--- config.mk ---
export PLATFORM = sky130hd
export DESIGN_NAME = dts_track_seq
export DESIGN_NICKNAME = d
export VERILOG_FILES = /design/src/verilog/dts_pkg.sv /design/src/verilog/dts_track_seq.sv /design/src/verilog/dts_pat_buf.sv
export VERILOG_INCLUDE_DIRS = /design/src /design/src/verilog
export SDC_FILE = /design/constraint.sdc
export NUM_CORES = 1
export LEC_CHECK = 0
export BUFFER_PORTS_ARGS = -buffer_cell sky130_fd_sc_hd__buf_2
export CAP_MARGIN = 20
export CORE_MARGIN = 2
export CORE_UTILIZATION = 30
export DETAILED_ROUTE_END_ITERATION = 6
export HOLD_SLACK_MARGIN = 0.08
export SYNTH_ARGS = -nofsm -noshare
export SYNTH_HDL_FRONTEND = slang
export SYNTH_SLANG_ARGS = --single-unit
export TNS_END_PERCENT = 1
--- constraint.sdc ---
create_clock -name ref_clk_i -period 6.2 [get_ports ref_clk_i]
set_clock_uncertainty 0.15 [all_clocks]
set_input_delay 0.31 -clock ref_clk_i [delete_from_list [all_inputs] [get_ports ref_clk_i]]
set_output_delay 0.31 -clock ref_clk_i [all_outputs]
set_load 0.01 [all_outputs]
--- src/verilog/dts_defs.svh ---
// register offsets, field positions, reset values and timing counts of the track sequencer
`ifndef DTS_DEFS_SVH
`define DTS_DEFS_SVH
`define DTS_ADDR_CTRL      8'h00
`define DTS_ADDR_INPUT     8'h04
`define DTS_ADDR_LOAD      8'h08
`define DTS_ADDR_RTZ       8'h0C
`define DTS_ADDR_PATTERN   8'h10
`define DTS_ADDR_STATUS    8'h14
`define DTS_ADDR_MAXCYL    8'h18
`define DTS_CTRL_START     0
`define DTS_CTRL_REPEAT    1
`define DTS_CTRL_RWONLY    2
`define DTS_CTRL_OP_LSB    3
`define DTS_CTRL_MODE_LSB  5
`define DTS_MAXCYL_RST     9'h194
`define DTS_SEEK_MAX       9'h0FF
`define DTS_RESP_OKAY      2'h0
`define DTS_RESP_SLVERR    2'h2
`define DTS_CLK_PERIOD_NS  20
`define DTS_PAT_DLY_US     630
`endif

--- src/verilog/dts_pkg.sv ---
// types of the track sequencer: modes, operations, states and state records
package dts_pkg;
   typedef enum logic [2:0] {
      DTS_MODE_DIRECT  = 3'b000,
      DTS_MODE_SEQUENTIAL_FORWARD_MODE = 3'b001,
      DTS_MODE_UPPER   = 3'b010,
      DTS_MODE_LOWER   = 3'b011,
      DTS_MODE_HEAD    = 3'b100
   } dts_mode_e;

   typedef enum logic [1:0] {
      DTS_OP_ACCESS = 2'b00,
      DTS_OP_READ   = 2'b01,
      DTS_OP_WRITE  = 2'b10
   } dts_op_e;

   typedef enum logic [2:0] {
      ST_IDLE     = 3'b000,
      ST_RTZ      = 3'b001,
      ST_SEEK     = 3'b010,
      ST_WAIT_IDX = 3'b011,
      ST_XFER     = 3'b100,
      ST_DONE     = 3'b101
   } dts_state_e;

   typedef struct packed {
      logic [11:0] data0;
      logic [11:0] data1;
      logic        v0;
      logic        v1;
   } dts_buf_s;

   typedef struct packed {
      dts_state_e  state;
      logic [2:0]  idx_sync;
      logic [2:0]  done_sync;
      logic        start_prev;
      logic        pending;
      logic        first;
      logic [7:0]  ctrl;
      logic [8:0]  inp;
      logic [8:0]  maxcyl;
      logic [11:0] pattern;
      logic [4:0]  head;
      logic [8:0]  cyl;
      logic [15:0] dly_cnt;
      logic        wgate;
      logic        rgate;
      logic        seek_req;
      logic        rtz_req;
      logic [8:0]  seek_cyl;
      logic        awready;
      logic        wready;
      logic        bvalid;
      logic [1:0]  bresp;
      logic        arready;
      logic        rvalid;
      logic [31:0] rdata;
      logic [1:0]  rresp;
   } dts_seq_s;
endpackage

--- src/verilog/dts_track_seq.sv ---
// track write and read sequencer of the disk tester with its AXI4-Lite register slave
`timescale 1ns/10ps
`include "dts_defs.svh"
// Function
// - a track write starts at one index and ends at the next index
// - pattern words go out only 630 us after the index leading edge
// - with a seek, the track operation waits until the seek finishes
// - load strobe in upper mode puts six switch bits into pattern high half
// - load strobe in lower mode puts six switch bits into pattern low half
// - each pattern half shows on its own indicator outputs
// - single mode does one operation per start actuation
// - read/write-only skips seeking and uses the present track and selected head
// - repeat mode starts the next operation as soon as one ends, until start is turned off
// - sequential forward write starts at the present track, then steps upward by the switch value with chosen head
// - sequential forward read starts at the present track and head, stepping upward by the switch value
// - a return-to-zero step clears the head number
// - past the last cylinder the sweep returns to cylinder 000 and continues
// - a sweep step is taken as at most 255 tracks
module dts_track_seq
   import dts_pkg::*;
#(
   parameter int unsigned PAT_DLY_CYC =
      (`DTS_PAT_DLY_US * 1000 + `DTS_CLK_PERIOD_NS - 1) / `DTS_CLK_PERIOD_NS
)(
   input  wire logic        ref_clk_i,             // tester clock, 50 MHz
   input  wire logic        rst_n_i,               // async reset, active low
   input  wire logic [7:0]  s_axi_awaddr_i,        // write address
   input  wire logic        s_axi_awvalid_i,       // write address valid
   output logic             s_axi_awready_o,       // write address ready
   input  wire logic [31:0] s_axi_wdata_i,         // write data
   input  wire logic [3:0]  s_axi_wstrb_i,         // write byte enables
   input  wire logic        s_axi_wvalid_i,        // write data valid
   output logic             s_axi_wready_o,        // write data ready
   output logic [1:0]       s_axi_bresp_o,         // write response
   output logic             s_axi_bvalid_o,        // write response valid
   input  wire logic        s_axi_bready_i,        // write response ready
   input  wire logic [7:0]  s_axi_araddr_i,        // read address
   input  wire logic        s_axi_arvalid_i,       // read address valid
   output logic             s_axi_arready_o,       // read address ready
   output logic [31:0]      s_axi_rdata_o,         // read data
   output logic [1:0]       s_axi_rresp_o,         // read response
   output logic             s_axi_rvalid_o,        // read data valid
   input  wire logic        s_axi_rready_i,        // read data ready
   input  wire logic        index_i,               // drive index pulse, async
   input  wire logic        seek_done_i,           // drive seek complete, async
   output logic             seek_req_o,            // seek request level
   output logic [8:0]       seek_cyl_o,            // seek target cylinder
   output logic             return_to_zero_seek_o, // return-to-zero request level
   output logic [4:0]       head_sel_o,            // selected head
   output logic             write_gate_o,          // write gate to drive
   output logic             read_gate_o,           // read gate to drive
   output logic [11:0]      wr_data_o,             // pattern word to write channel
   output logic             wr_data_valid_o,       // pattern word valid
   input  wire logic        wr_data_ready_i,       // write channel takes word
   output logic [5:0]       upper_pattern_o,       // upper pattern indicators
   output logic [5:0]       lower_pattern_o        // lower pattern indicators
);
   dts_seq_s   q;
   dts_seq_s   d;
   logic       idx_rise;
   logic       done_rise;
   logic       wr_hs;
   logic       rd_hs;
   logic       push;
   logic       start_on;
   logic       go_step;
   logic       load_hs;
   logic       rtz_hs;
   logic [7:0] waddr;
   logic [7:0] raddr;
   dts_mode_e  mode;
   dts_op_e    op;
   logic [9:0] next_cyl;
   logic [8:0] target;

   function automatic logic [31:0] wmerge(input logic [31:0] old,
                                          input logic [31:0] dat,
                                          input logic [3:0]  strb);
      logic [31:0] r;
      r = old;
      for (int i = 0; i < 4; i++) begin
         if (strb[i]) begin
            r[i*8 +: 8] = dat[i*8 +: 8];
         end
      end
      return r;
   endfunction

   assign s_axi_awready_o       = q.awready;
   assign s_axi_wready_o        = q.wready;
   assign s_axi_bvalid_o        = q.bvalid;
   assign s_axi_bresp_o         = q.bresp;
   assign s_axi_arready_o       = q.arready;
   assign s_axi_rvalid_o        = q.rvalid;
   assign s_axi_rdata_o         = q.rdata;
   assign s_axi_rresp_o         = q.rresp;
   assign seek_req_o            = q.seek_req;
   assign seek_cyl_o            = q.seek_cyl;
   assign return_to_zero_seek_o = q.rtz_req;
   assign head_sel_o            = q.head;
   assign write_gate_o          = q.wgate;
   assign read_gate_o           = q.rgate;
   assign upper_pattern_o       = q.pattern[11:6];
   assign lower_pattern_o       = q.pattern[5:0];

   // only the second and third sync stages are ever looked at
   assign idx_rise  = q.idx_sync[1] & ~q.idx_sync[2];
   assign done_rise = q.done_sync[1] & ~q.done_sync[2];
   assign wr_hs     = q.awready & s_axi_awvalid_i & s_axi_wvalid_i;
   assign rd_hs     = q.arready & s_axi_arvalid_i;
   assign waddr     = {s_axi_awaddr_i[7:2], 2'b00};
   assign raddr     = {s_axi_araddr_i[7:2], 2'b00};
   assign load_hs   = wr_hs & (waddr == `DTS_ADDR_LOAD);
   assign rtz_hs    = wr_hs & (waddr == `DTS_ADDR_RTZ);
   assign mode      = dts_mode_e'(q.ctrl[`DTS_CTRL_MODE_LSB +: 3]);
   assign op        = dts_op_e'(q.ctrl[`DTS_CTRL_OP_LSB +: 2]);
   assign start_on  = q.ctrl[`DTS_CTRL_START];
   // pattern is constant over a track, so a stalled channel loses nothing
   assign push      = (q.state == ST_XFER) & q.wgate & (32'(q.dly_cnt) >= PAT_DLY_CYC);
   assign go_step   = ((q.state == ST_IDLE) & q.pending)
                    | ((q.state == ST_DONE) & q.ctrl[`DTS_CTRL_REPEAT] & start_on);
   // only the low eight switch bits form a sweep step
   assign next_cyl  = {1'b0, q.cyl} + {2'b00, q.inp[7:0]};

   always_comb begin
      if (mode == DTS_MODE_DIRECT) begin
         target = q.inp;
      end else if (mode == DTS_MODE_SEQUENTIAL_FORWARD_MODE && !q.first) begin
         // wrap to cylinder zero in one move past the end
         target = (next_cyl > {1'b0, q.maxcyl}) ? 9'h000 : next_cyl[8:0];
      end else begin
         target = q.cyl;
      end
   end

   always_comb begin
      d = q;
      d.idx_sync   = {q.idx_sync[1:0], index_i};
      d.done_sync  = {q.done_sync[1:0], seek_done_i};
      d.start_prev = start_on;
      if (start_on && !q.start_prev) begin
         d.pending = 1'b1;
         d.first   = 1'b1;
      end
      // register slave: address and data are taken together
      if (wr_hs) begin
         d.awready = 1'b0;
         d.wready  = 1'b0;
         d.bvalid  = 1'b1;
         d.bresp   = `DTS_RESP_OKAY;
         case (waddr)
            `DTS_ADDR_CTRL: begin
               d.ctrl = 8'(wmerge({24'h000000, q.ctrl}, s_axi_wdata_i, s_axi_wstrb_i));
               if (!d.ctrl[`DTS_CTRL_START]) begin
                  d.pending = 1'b0;
               end
            end
            `DTS_ADDR_INPUT: begin
               d.inp = 9'(wmerge({23'h000000, q.inp}, s_axi_wdata_i, s_axi_wstrb_i));
            end
            `DTS_ADDR_MAXCYL: begin
               d.maxcyl = 9'(wmerge({23'h000000, q.maxcyl}, s_axi_wdata_i, s_axi_wstrb_i));
            end
            `DTS_ADDR_LOAD, `DTS_ADDR_RTZ: begin
               d.bresp = `DTS_RESP_OKAY;
            end
            default: begin
               d.bresp = `DTS_RESP_SLVERR;
            end
         endcase
      end else if (!q.awready && !q.bvalid && s_axi_awvalid_i && s_axi_wvalid_i) begin
         d.awready = 1'b1;
         d.wready  = 1'b1;
      end
      if (q.bvalid && s_axi_bready_i) begin
         d.bvalid = 1'b0;
      end
      if (rd_hs) begin
         d.arready = 1'b0;
         d.rvalid  = 1'b1;
         d.rresp   = `DTS_RESP_OKAY;
         case (raddr)
            `DTS_ADDR_CTRL:    d.rdata = {24'h000000, q.ctrl};
            `DTS_ADDR_INPUT:   d.rdata = {23'h000000, q.inp};
            `DTS_ADDR_PATTERN: d.rdata = {20'h00000, q.pattern};
            `DTS_ADDR_STATUS:  d.rdata = {13'h0000, q.wgate, q.rgate, q.state, q.head, q.cyl};
            `DTS_ADDR_MAXCYL:  d.rdata = {23'h000000, q.maxcyl};
            `DTS_ADDR_LOAD, `DTS_ADDR_RTZ: begin
               d.rdata = 32'h00000000;
            end
            default: begin
               d.rdata = 32'h00000000;
               d.rresp = `DTS_RESP_SLVERR;
            end
         endcase
      end else if (!q.arready && !q.rvalid && s_axi_arvalid_i) begin
         d.arready = 1'b1;
      end
      if (q.rvalid && s_axi_rready_i) begin
         d.rvalid = 1'b0;
      end
      // load strobe, steered by the mode selector
      if (load_hs) begin
         case (mode)
            DTS_MODE_UPPER:  d.pattern[11:6] = q.inp[5:0];
            DTS_MODE_LOWER:  d.pattern[5:0]  = q.inp[5:0];
            DTS_MODE_HEAD:   d.head          = q.inp[4:0];
            default:         d.pattern       = q.pattern;
         endcase
      end
      if (q.state == ST_XFER && 32'(q.dly_cnt) < PAT_DLY_CYC) begin
         d.dly_cnt = q.dly_cnt + 16'h0001;
      end
      case (q.state)
         ST_IDLE: begin
            if (rtz_hs && !q.pending) begin
               d.rtz_req = 1'b1;
               d.state   = ST_RTZ;
            end
         end
         ST_RTZ: begin
            if (done_rise) begin
               d.rtz_req = 1'b0;
               d.cyl     = 9'h000;
               d.head    = 5'h00;
               d.state   = ST_IDLE;
            end
         end
         ST_SEEK: begin
            if (done_rise) begin
               d.seek_req = 1'b0;
               d.cyl      = q.seek_cyl;
               d.state    = (op == DTS_OP_ACCESS) ? ST_DONE : ST_WAIT_IDX;
            end
         end
         ST_WAIT_IDX: begin
            if (idx_rise) begin
               d.dly_cnt = 16'h0000;
               d.wgate   = (op == DTS_OP_WRITE);
               d.rgate   = (op == DTS_OP_READ);
               d.state   = ST_XFER;
            end
         end
         ST_XFER: begin
            if (idx_rise) begin
               d.wgate = 1'b0;
               d.rgate = 1'b0;
               d.state = ST_DONE;
            end
         end
         ST_DONE: begin
            d.state = ST_IDLE;
         end
         default: begin
            d.state = ST_IDLE;
         end
      endcase
      if (go_step) begin
         d.pending = 1'b0;
         d.first   = 1'b0;
         if (q.ctrl[`DTS_CTRL_RWONLY]) begin
            d.state = (op == DTS_OP_ACCESS) ? ST_DONE : ST_WAIT_IDX;
         end else begin
            d.seek_req = 1'b1;
            d.seek_cyl = target;
            d.state    = ST_SEEK;
         end
      end
   end

   always_ff @(posedge ref_clk_i or negedge rst_n_i) begin
      if (!rst_n_i) begin
         q        <= '0;
         q.maxcyl <= `DTS_MAXCYL_RST;
      end else begin
         q <= d;
      end
   end

   dts_pat_buf u_buf (
      .ref_clk_i   (ref_clk_i),
      .rst_n_i     (rst_n_i),
      .in_valid_i  (push),
      .in_data_i   (q.pattern),
      .in_ready_o  (),
      .out_valid_o (wr_data_valid_o),
      .out_data_o  (wr_data_o),
      .out_ready_i (wr_data_ready_i)
   );
endmodule

--- src/verilog/dts_pat_buf.sv ---
// two-entry pattern word buffer with registered valid and ready on both sides
`timescale 1ns/10ps
module dts_pat_buf
   import dts_pkg::*;
(
   input  wire logic        ref_clk_i,   // tester clock
   input  wire logic        rst_n_i,     // async reset, active low
   input  wire logic        in_valid_i,  // word offered
   input  wire logic [11:0] in_data_i,   // offered word
   output logic             in_ready_o,  // room for a word
   output logic             out_valid_o, // word held at head
   output logic [11:0]      out_data_o,  // head word
   input  wire logic        out_ready_i  // drain side takes head
);
   dts_buf_s q;
   dts_buf_s d;
   logic     push;
   logic     pop;

   // both outputs sit straight on flops, so the second entry absorbs a stall
   assign in_ready_o  = ~q.v1;
   assign out_valid_o = q.v0;
   assign out_data_o  = q.data0;
   assign push        = in_valid_i & ~q.v1;
   assign pop         = q.v0 & out_ready_i;

   always_comb begin
      d = q;
      if (pop) begin
         if (q.v1) begin
            d.data0 = q.data1;
            d.v1    = 1'b0;
         end else begin
            d.data0 = in_data_i;
            d.v0    = push;
         end
      end else if (push) begin
         if (!q.v0) begin
            d.data0 = in_data_i;
            d.v0    = 1'b1;
         end else begin
            d.data1 = in_data_i;
            d.v1    = 1'b1;
         end
      end
   end

   always_ff @(posedge ref_clk_i or negedge rst_n_i) begin
      if (!rst_n_i) begin
         q <= '0;
      end else begin
         q <= d;
      end
   end
endmodule

==> flow_metrics.tcl, run 1 <==
set metrics [dict create \
    status "completed" \
    setup_tns_ns 0 \
    dp_slack_ns 2.34 \
    r2r_slack_ns 2.36 \
    cts_inserted_buffers 17 \
    vias 5513 \
    r2r_cells 13 \
    clk_pin_slew_ns 0.06 \
    grt-ovfl-total 0 \
    p_leak_nw 4.17 \
    synthesis.area_mm2 0.00756 \
    cp.arrival_ns 4.03 \
    nets 868 \
    synth_edf_count 0 \
    dieArea_mm2 0.0265 \
    drc 0 \
    antenna_cells 0 \
    cts_htree_levels 4 \
    grt_pass1_vias 5336 \
    syn_inst 722 \
    endpoint_kind "flip-flop" \
    utilization_pct 35.0 \
    regToRegEndpoint "seek_cyl_o[1]" \
    wl_per_cell_um 16.9 \
    portBuffers 101 \
    setup_ws_ns 2.36 \
    r2r-start "q[105]" \
    cts_tree "yes" \
    synth_warnings 0 \
    cap_violations 0 \
    die_y_um 163 \
    path_cells "ha_1 -> fa_1 -> a21o_1 -> a221o_1 -> o41ai_1 -> xnor2_1 -> ha_1 -> nand3_1 -> nor3_1 -> a21oi_1 -> o22ai_2 -> nand3_1 -> a31oi_1" \
    layout_worst_path_cycle_share_pct 62.0 \
    cts.sink_count 144 \
    die_x_um 163 \
    cp_max_fo 9 \
    initial_utilization_pct 30.3 \
    gp_congestion 0.851 \
    synth_top_area_cell "dfrtp_1" \
    grt_setup_unrepaired "false" \
    cts_max_path_buffers 2 \
    start_kind "flip-flop" \
    groute.usage.overall_pct 14.9 \
    maxSlewHeadroom_pct 31.7 \
    postCtsSetupBuffers 0 \
    io_pins 146 \
    ys_async_sr_fraction_pct 100 \
    drtAntennaViolNets 0 \
    wl_um 19000 \
    synth_top_area_share_pct 46.4 \
    routed_via_density 4.88 \
    syn_avg_cell_area_um2 10.5 \
    clock.fmax_mhz 260 \
    powerDensity_mw_per_mm2 318 \
    hold_class "primary input to flip-flop" \
    cts_resized 0 \
    yosysSeqAreaShare_pct 47.8 \
    ys_top_cells_by_area "dfrtp_1 46%, mux2_2 7.6%, buf_4 7.6%" \
    grt_max_degree 81 \
    ir_drop_v 0.000128 \
    clock_latency_ns 0.43 \
    dpl.hpwl_um 13700 \
    critPathKind "flip-flop to flip-flop" \
    slew_violations 0 \
    whs_path_depth 3 \
    core_mm2 0.0250 \
    hold_viol 0 \
    fin_crit_ns 3.84 \
    drt-pass1-iter-count 5 \
    rows 58 \
    cp-startpoint "q[105]" \
    cp_slowest_cell "dfrtp_1" \
    antenna_found_initial 1 \
    areaGrowthSynthToFinish_pct 15.6 \
    drive_gt1_share_pct 25.9 \
    drt_iter0_markers 364 \
    ys.flop_type "dfrtp_1" \
    crit_required_ns 6.39 \
    hold_buffers 20 \
    tightest_slew_ns 1.02 \
    synth.distinct_cells 60 \
    cts-root-buf "clkbuf_16" \
    ys_ff_latch 144 \
    critPathMaxStageDelay_ns 0.46 \
    grt_pass1_wl_um 30200 \
    setup_viol 0 \
    cp-endpoint "seek_cyl_o[1]" \
]
==> cell families after synthesis <==
family	synth area share [%]
simple gates	11.9
compound gates	15.8
flops	47.8
buf+inv	10.1
mux	8.66
fa+ha+maj	3.41
xor+xnor	2.32
other cells	0.0496
==> worst max-delay path: cells and delay by family, from the launching register on <==
kind / cells / cell delay (ns)
compound gates: 6 / 1.54
xor+xnor: 1 / 0.15
fa+ha+maj: 3 / 1.01
flops: 1 / 0.46
simple gates: 3 / 0.45
==> registers in the layout (all words and copies together), names as in the netlist, 3 cells and up <==
name and cells:
lower_pattern_o 6, d 5, head_sel_o 5, q 53, s_axi_rdata_o 19, u_buf.q 13
mode 3, seek_cyl_o 9, u_buf.out_data_o 12, upper_pattern_o 6
==> synth_stat cells, drive strengths merged (3+ instances only) <==
cell type    n
a211oi       5
clkbuf      14
nor3        16
a21oi       28
nand3b      11
or3          5
a22oi       20
a31oi       11
o21ai       47
and3         4
nor2        41
nor4         3
mux2        51
and2         3
xor2         3
nand4        7
dfrtp      140
nor2b        5
o31ai        3
buf         86
ha          19
a22o        16
nand3       14
dfstp        4
mux2i        8
nand2       55
a21o        13
inv         25
xnor2       17
a222oi       9
nand2b       7
==> per-layer routing <==
metal  up-vias  track usage, %  share of wire [%]
met5         -               0              0.053
met4         2            6.56                3.0
met3        35            3.41                5.6
met2       169            22.4                 44
met1      2664            20.5                 47
li1       2643               -                  -
==> report_power, final <==
group | switching, mW | internal, mW | total, mW
clock network | 0.401 | 0.633 | 1.03
logic | 0.331 | 0.243 | 0.575
registers | 0.122 | 1.04 | 1.17
total | 0.854 | 1.92 | 2.78
==> final cells by class <==
| type | instances | area [um^2] |
|---|---|---|
| Fill cell | 2527 | 16200 |
| Inverter | 25 | 93.8 |
| Tap cell | 330 | 413 |
| Multi-Input combinational cell | 467 | 3240 |
| Sequential cell | 144 | 3610 |
| Clock buffer | 23 | 488 |
| Clock inverter | 9 | 106 |
| Timing Repair Buffer | 131 | 787 |
==> through the flow <==
step / instances / instance area (um^2) / hold WS [ns] / total power, mW
floorplan: 736 / 7610 / -0.136 / 1.60
global route: 1129 / 8730 / 0.119 / 2.93
CTS: 1129 / 8730 / 0.0825 / 2.80
detailed placement: 1077 / 7940 / 0.186 / 1.75
finish: 1129 / 8730 / 0.0948 / 2.78
global placement: 1076 / 7930 / 0.187 / 1.73
==> cell usage in the layout (no fill, tap or decap), types with 7 or more instances in the layout <==
cell type,instances
nand3b_1,11
nor2_1,41
xnor2_1,17
a22oi_1,20
nand2_1,55
ha_1,19
dlygate4sd3_1,20
o21ai_0,47
a31oi_1,11
mux2_2,51
nand2b_1,7
nand3_1,14
a21oi_1,26
nor3_1,15
inv_1,25
mux2i_1,8
buf_4,10
nand4_1,7
dfrtp_1,140
a21o_1,13
a222oi_1,9
conb_1,15
clkbuf_16,17
buf_2,100
a22o_1,16
==> worst min-delay path by stage <==
| stage | slack (ns) | to | startpoint |
|---|---|---|---|
| final | 0.09 | s_axi_rresp_o[1] | s_axi_araddr_i[2] |
| after global routing | 0.12 | q[113] | s_axi_wstrb_i[1] |
| after CTS | 0.08 | s_axi_rresp_o[1] | s_axi_araddr_i[2] |
| after detailed placement | 0.19 | d[127] | d[126] |
| after global placement | 0.19 | d[127] | d[126] |
| after floorplan | -0.14 | d[124] | rst_n_i |
(Power assumes the default switching activity.)
==> run 2, diff against run 1 <==
ABC_AREA = 1   (was default)
clock period = 3.9 ns   (was 6.2 ns; I/O delays follow)
==> run 2 against run 1 <==
Compared with the run above:
- power is 71% higher
- synthesized cell count up 43%
- die area up 8.6%
- combinational power up 110%
- sequential power up 68%
- sequential share of layout area decreased by 3.0 points
- maximum frequency is 21% higher
- setup slack worse by 1.6 ns
- largest cell class unchanged
==> flow_metrics.tcl, run 2 <==
set metrics [dict create \
    top_register "q" \
    ys.flop_type "dfrtp_1" \
    cts_max_path_buffers 2 \
    wl_per_cell_um 15.6 \
    gp_congestion 0.903 \
    largest_reg_flops 53 \
    cts_tree "yes" \
    hold_buffers 28 \
    core_mm2 0.0270 \
    rows 60 \
    path_cells "ha_1 -> fa_1 -> nand3_1 -> nand3_1 -> xnor2_1 -> inv_1 -> ha_1 -> nand2_1 -> nor2_1 -> nand2_1 -> nand3_1 -> nand2_1 -> nand2_1 -> nand2_1 -> nand4_1 -> nand2_1 -> nand2_1 -> nand2_1" \
    clk_pin_slew_ns 0.07 \
    groute.usage.overall_pct 16.2 \
    critPathMaxStageDelay_ns 0.45 \
    crit_required_ns 4.07 \
    synthesis.area_mm2 0.00822 \
    synth_top_area_cell "dfrtp_1" \
    ir_drop_v 0.000316 \
    crit_family "simple AND/OR/NAND/NOR gates" \
    endpoint_kind "flip-flop" \
    yosysMostFrequentCell "nand2_1" \
    die_y_um 170 \
    grt-ovfl-total 0 \
    powerDensity_mw_per_mm2 505 \
    synth_edf_count 0 \
    setup_viol 0 \
    start_kind "flip-flop" \
    antenna_found_initial 0 \
    cp_max_fo 9 \
    slew_violations 0 \
    dpl.hpwl_um 17100 \
    cp_slowest_cell "dfrtp_1" \
    postCtsSetupBuffers 0 \
    grt_pass1_wl_um 35700 \
    synth_common_cells "211 x nand2_1, 140 x dfrtp_1, 130 x inv_1, 115 x o21ai_0, 83 x nor2_1" \
    holdWs_ns 0.106 \
    fin_crit_ns 3.17 \
    drt-pass1-iter-count 5 \
    synth.distinct_cells 44 \
    nets 1186 \
    cts.sink_count 144 \
    dieArea_mm2 0.0288 \
    initial_utilization_pct 30.5 \
    cts_inserted_buffers 17 \
    grt_pass1_vias 6398 \
    cap_violations 0 \
    drc 0 \
    grt_setup_unrepaired "false" \
    hold_viol 0 \
    drive_gt1_share_pct 16.8 \
    portBuffers 101 \
    placedInstanceArea_mm2 0.00856 \
    drt_iter0_markers 496 \
    multi_input_area_mm2 0.00346 \
    antenna_cells 0 \
    p_leak_nw 4.56 \
    critPathBufInv 1 \
    fillCellCount 2826 \
    cts_htree_levels 4 \
    status "completed" \
    grt_max_degree 95 \
    areaGrowthSynthToFinish_pct 14.4 \
    wl_um 22800 \
    ys_ff_latch 144 \
    die_x_um 170 \
    setup_tns_ns 0 \
    vias 6866 \
    drtAntennaViolNets 0 \
    tightest_slew_ns 0.936 \
    io_pins 146 \
    synth_warnings 0 \
    cp.arrival_ns 3.34 \
    syn_inst 1036 \
    critPathKind "flip-flop to flip-flop" \
    final_cell_mix "211 x nand2_1, 140 x dfrtp_1, 130 x inv_1" \
    ys_top_cells_by_area "dfrtp_1 43%, nand2_1 9.6%, o21ai_0 7.0%" \
    clock_latency_ns 0.44 \
    cts-root-buf "clkbuf_16" \
    synth_top_area_share_pct 42.6 \
    layout_worst_path_cycle_share_pct 81.3 \
    yosysSeqAreaShare_pct 43.9 \
    layout_commonest_cell "nand2_1" \
    routed_via_density 4.71 \
    cts_resized 0 \
    final_area_mm2 0.00941 \
    syn_avg_cell_area_um2 7.94 \
    clock.fmax_mhz 315 \
    seqCellArea_mm2 0.00361 \
    hold_class "primary input to flip-flop" \
    cpMostUsedCell "nand2_1" \
    ys_async_sr_fraction_pct 100 \
    maxSlewHeadroom_pct 37.4 \
]
run 2: where the power goes:
group / leakage (nW) / total (mW) / switching (mW) / internal, mW
clock network: 0.276 / 1.59 / 0.741 / 0.844
registers: 1.91 / 1.97 / 0.239 / 1.74
logic: 2.38 / 1.19 / 0.770 / 0.420
total: 4.56 / 4.75 / 1.75 / 3.00
run 2: logic make-up (layout without fill, tap and decap cells):
logic type               after synthesis  count (layout)  share of synthesized area (%)
AO/OA/AOI/OAI                        222             222                           14.9
XOR/XNOR                              14              14                           1.49
adder cells (fa/ha/maj)               20              20                           3.13
buffers and inverters                235             302                           14.6
flip-flops                           144             144                           43.9
other                                  1              15                         0.0456
AND/OR/NAND/NOR                      400             400                           21.9
run 2: worst register-to-register path, stage by stage, from the launching register on:
cell and delay [ns]:
dfrtp_1 0.45, ha_1 0.27, fa_1 0.45, nand3_1 0.12
nand3_1 0.13, xnor2_1 0.16, inv_1 0.09, ha_1 0.27
nand2_1 0.08, nor2_1 0.11, nand2_1 0.06, nand3_1 0.07
nand2_1 0.05, nand2_1 0.05, nand2_1 0.22, nand4_1 0.15
nand2_1 0.06, nand2_1 0.08, nand2_1 0.06
run 2: layout make-up:
| class | instances | area share [%] |
|---|---|---|
| tap | 341 | 4.54 |
| multi-input combinational | 671 | 36.8 |
| clock buffer | 17 | 4.52 |
| sequential | 144 | 38.4 |
| inverter | 138 | 5.51 |
| clock inverter | 15 | 1.46 |
| timing repair buffer | 132 | 8.79 |
run 2: layer usage:
layer | GRT usage (%) | wire, um | up-vias
met2 | 25.3 | 10600 | 177
met3 | 3.73 | 1160 | 20
met5 | 0 | 0 | -
met4 | 4.83 | 275 | 0
li1 | - | - | 3436
met1 | 22.3 | 10800 | 3233
run 2: final timing paths:
path / start / slack, ns / cells after the start / end
max: q[105] / 0.73 / 18 / seek_cyl_o[3]
max reg2reg: q[105] / 0.73 / 18 / seek_cyl_o[3]
min reg2reg: d[129] / 0.20 / 0 / d[130]
min in group asynchronous: rst_n_i / 0.25 / 2 / s_axi_bvalid_o
max in group asynchronous: rst_n_i / 2.52 / 3 / u_buf.out_data_o[1]
min: s_axi_awaddr_i[4] / 0.11 / 4 / s_axi_bresp_o[1]
run 2: per-stage QoR:
step / total power [mW] / worst slack, ns / util [%] / instances
finish: 4.75 / 0.728 / 34.9 / 1458
global route: 5.06 / 0.409 / 34.9 / 1458
CTS: 4.80 / 0.717 / 34.9 / 1458
detailed placement: 3.18 / 0.737 / 31.8 / 1398
global placement: 3.16 / 0.745 / 31.8 / 1398
floorplan: 2.87 / 1.25 / - / 1050
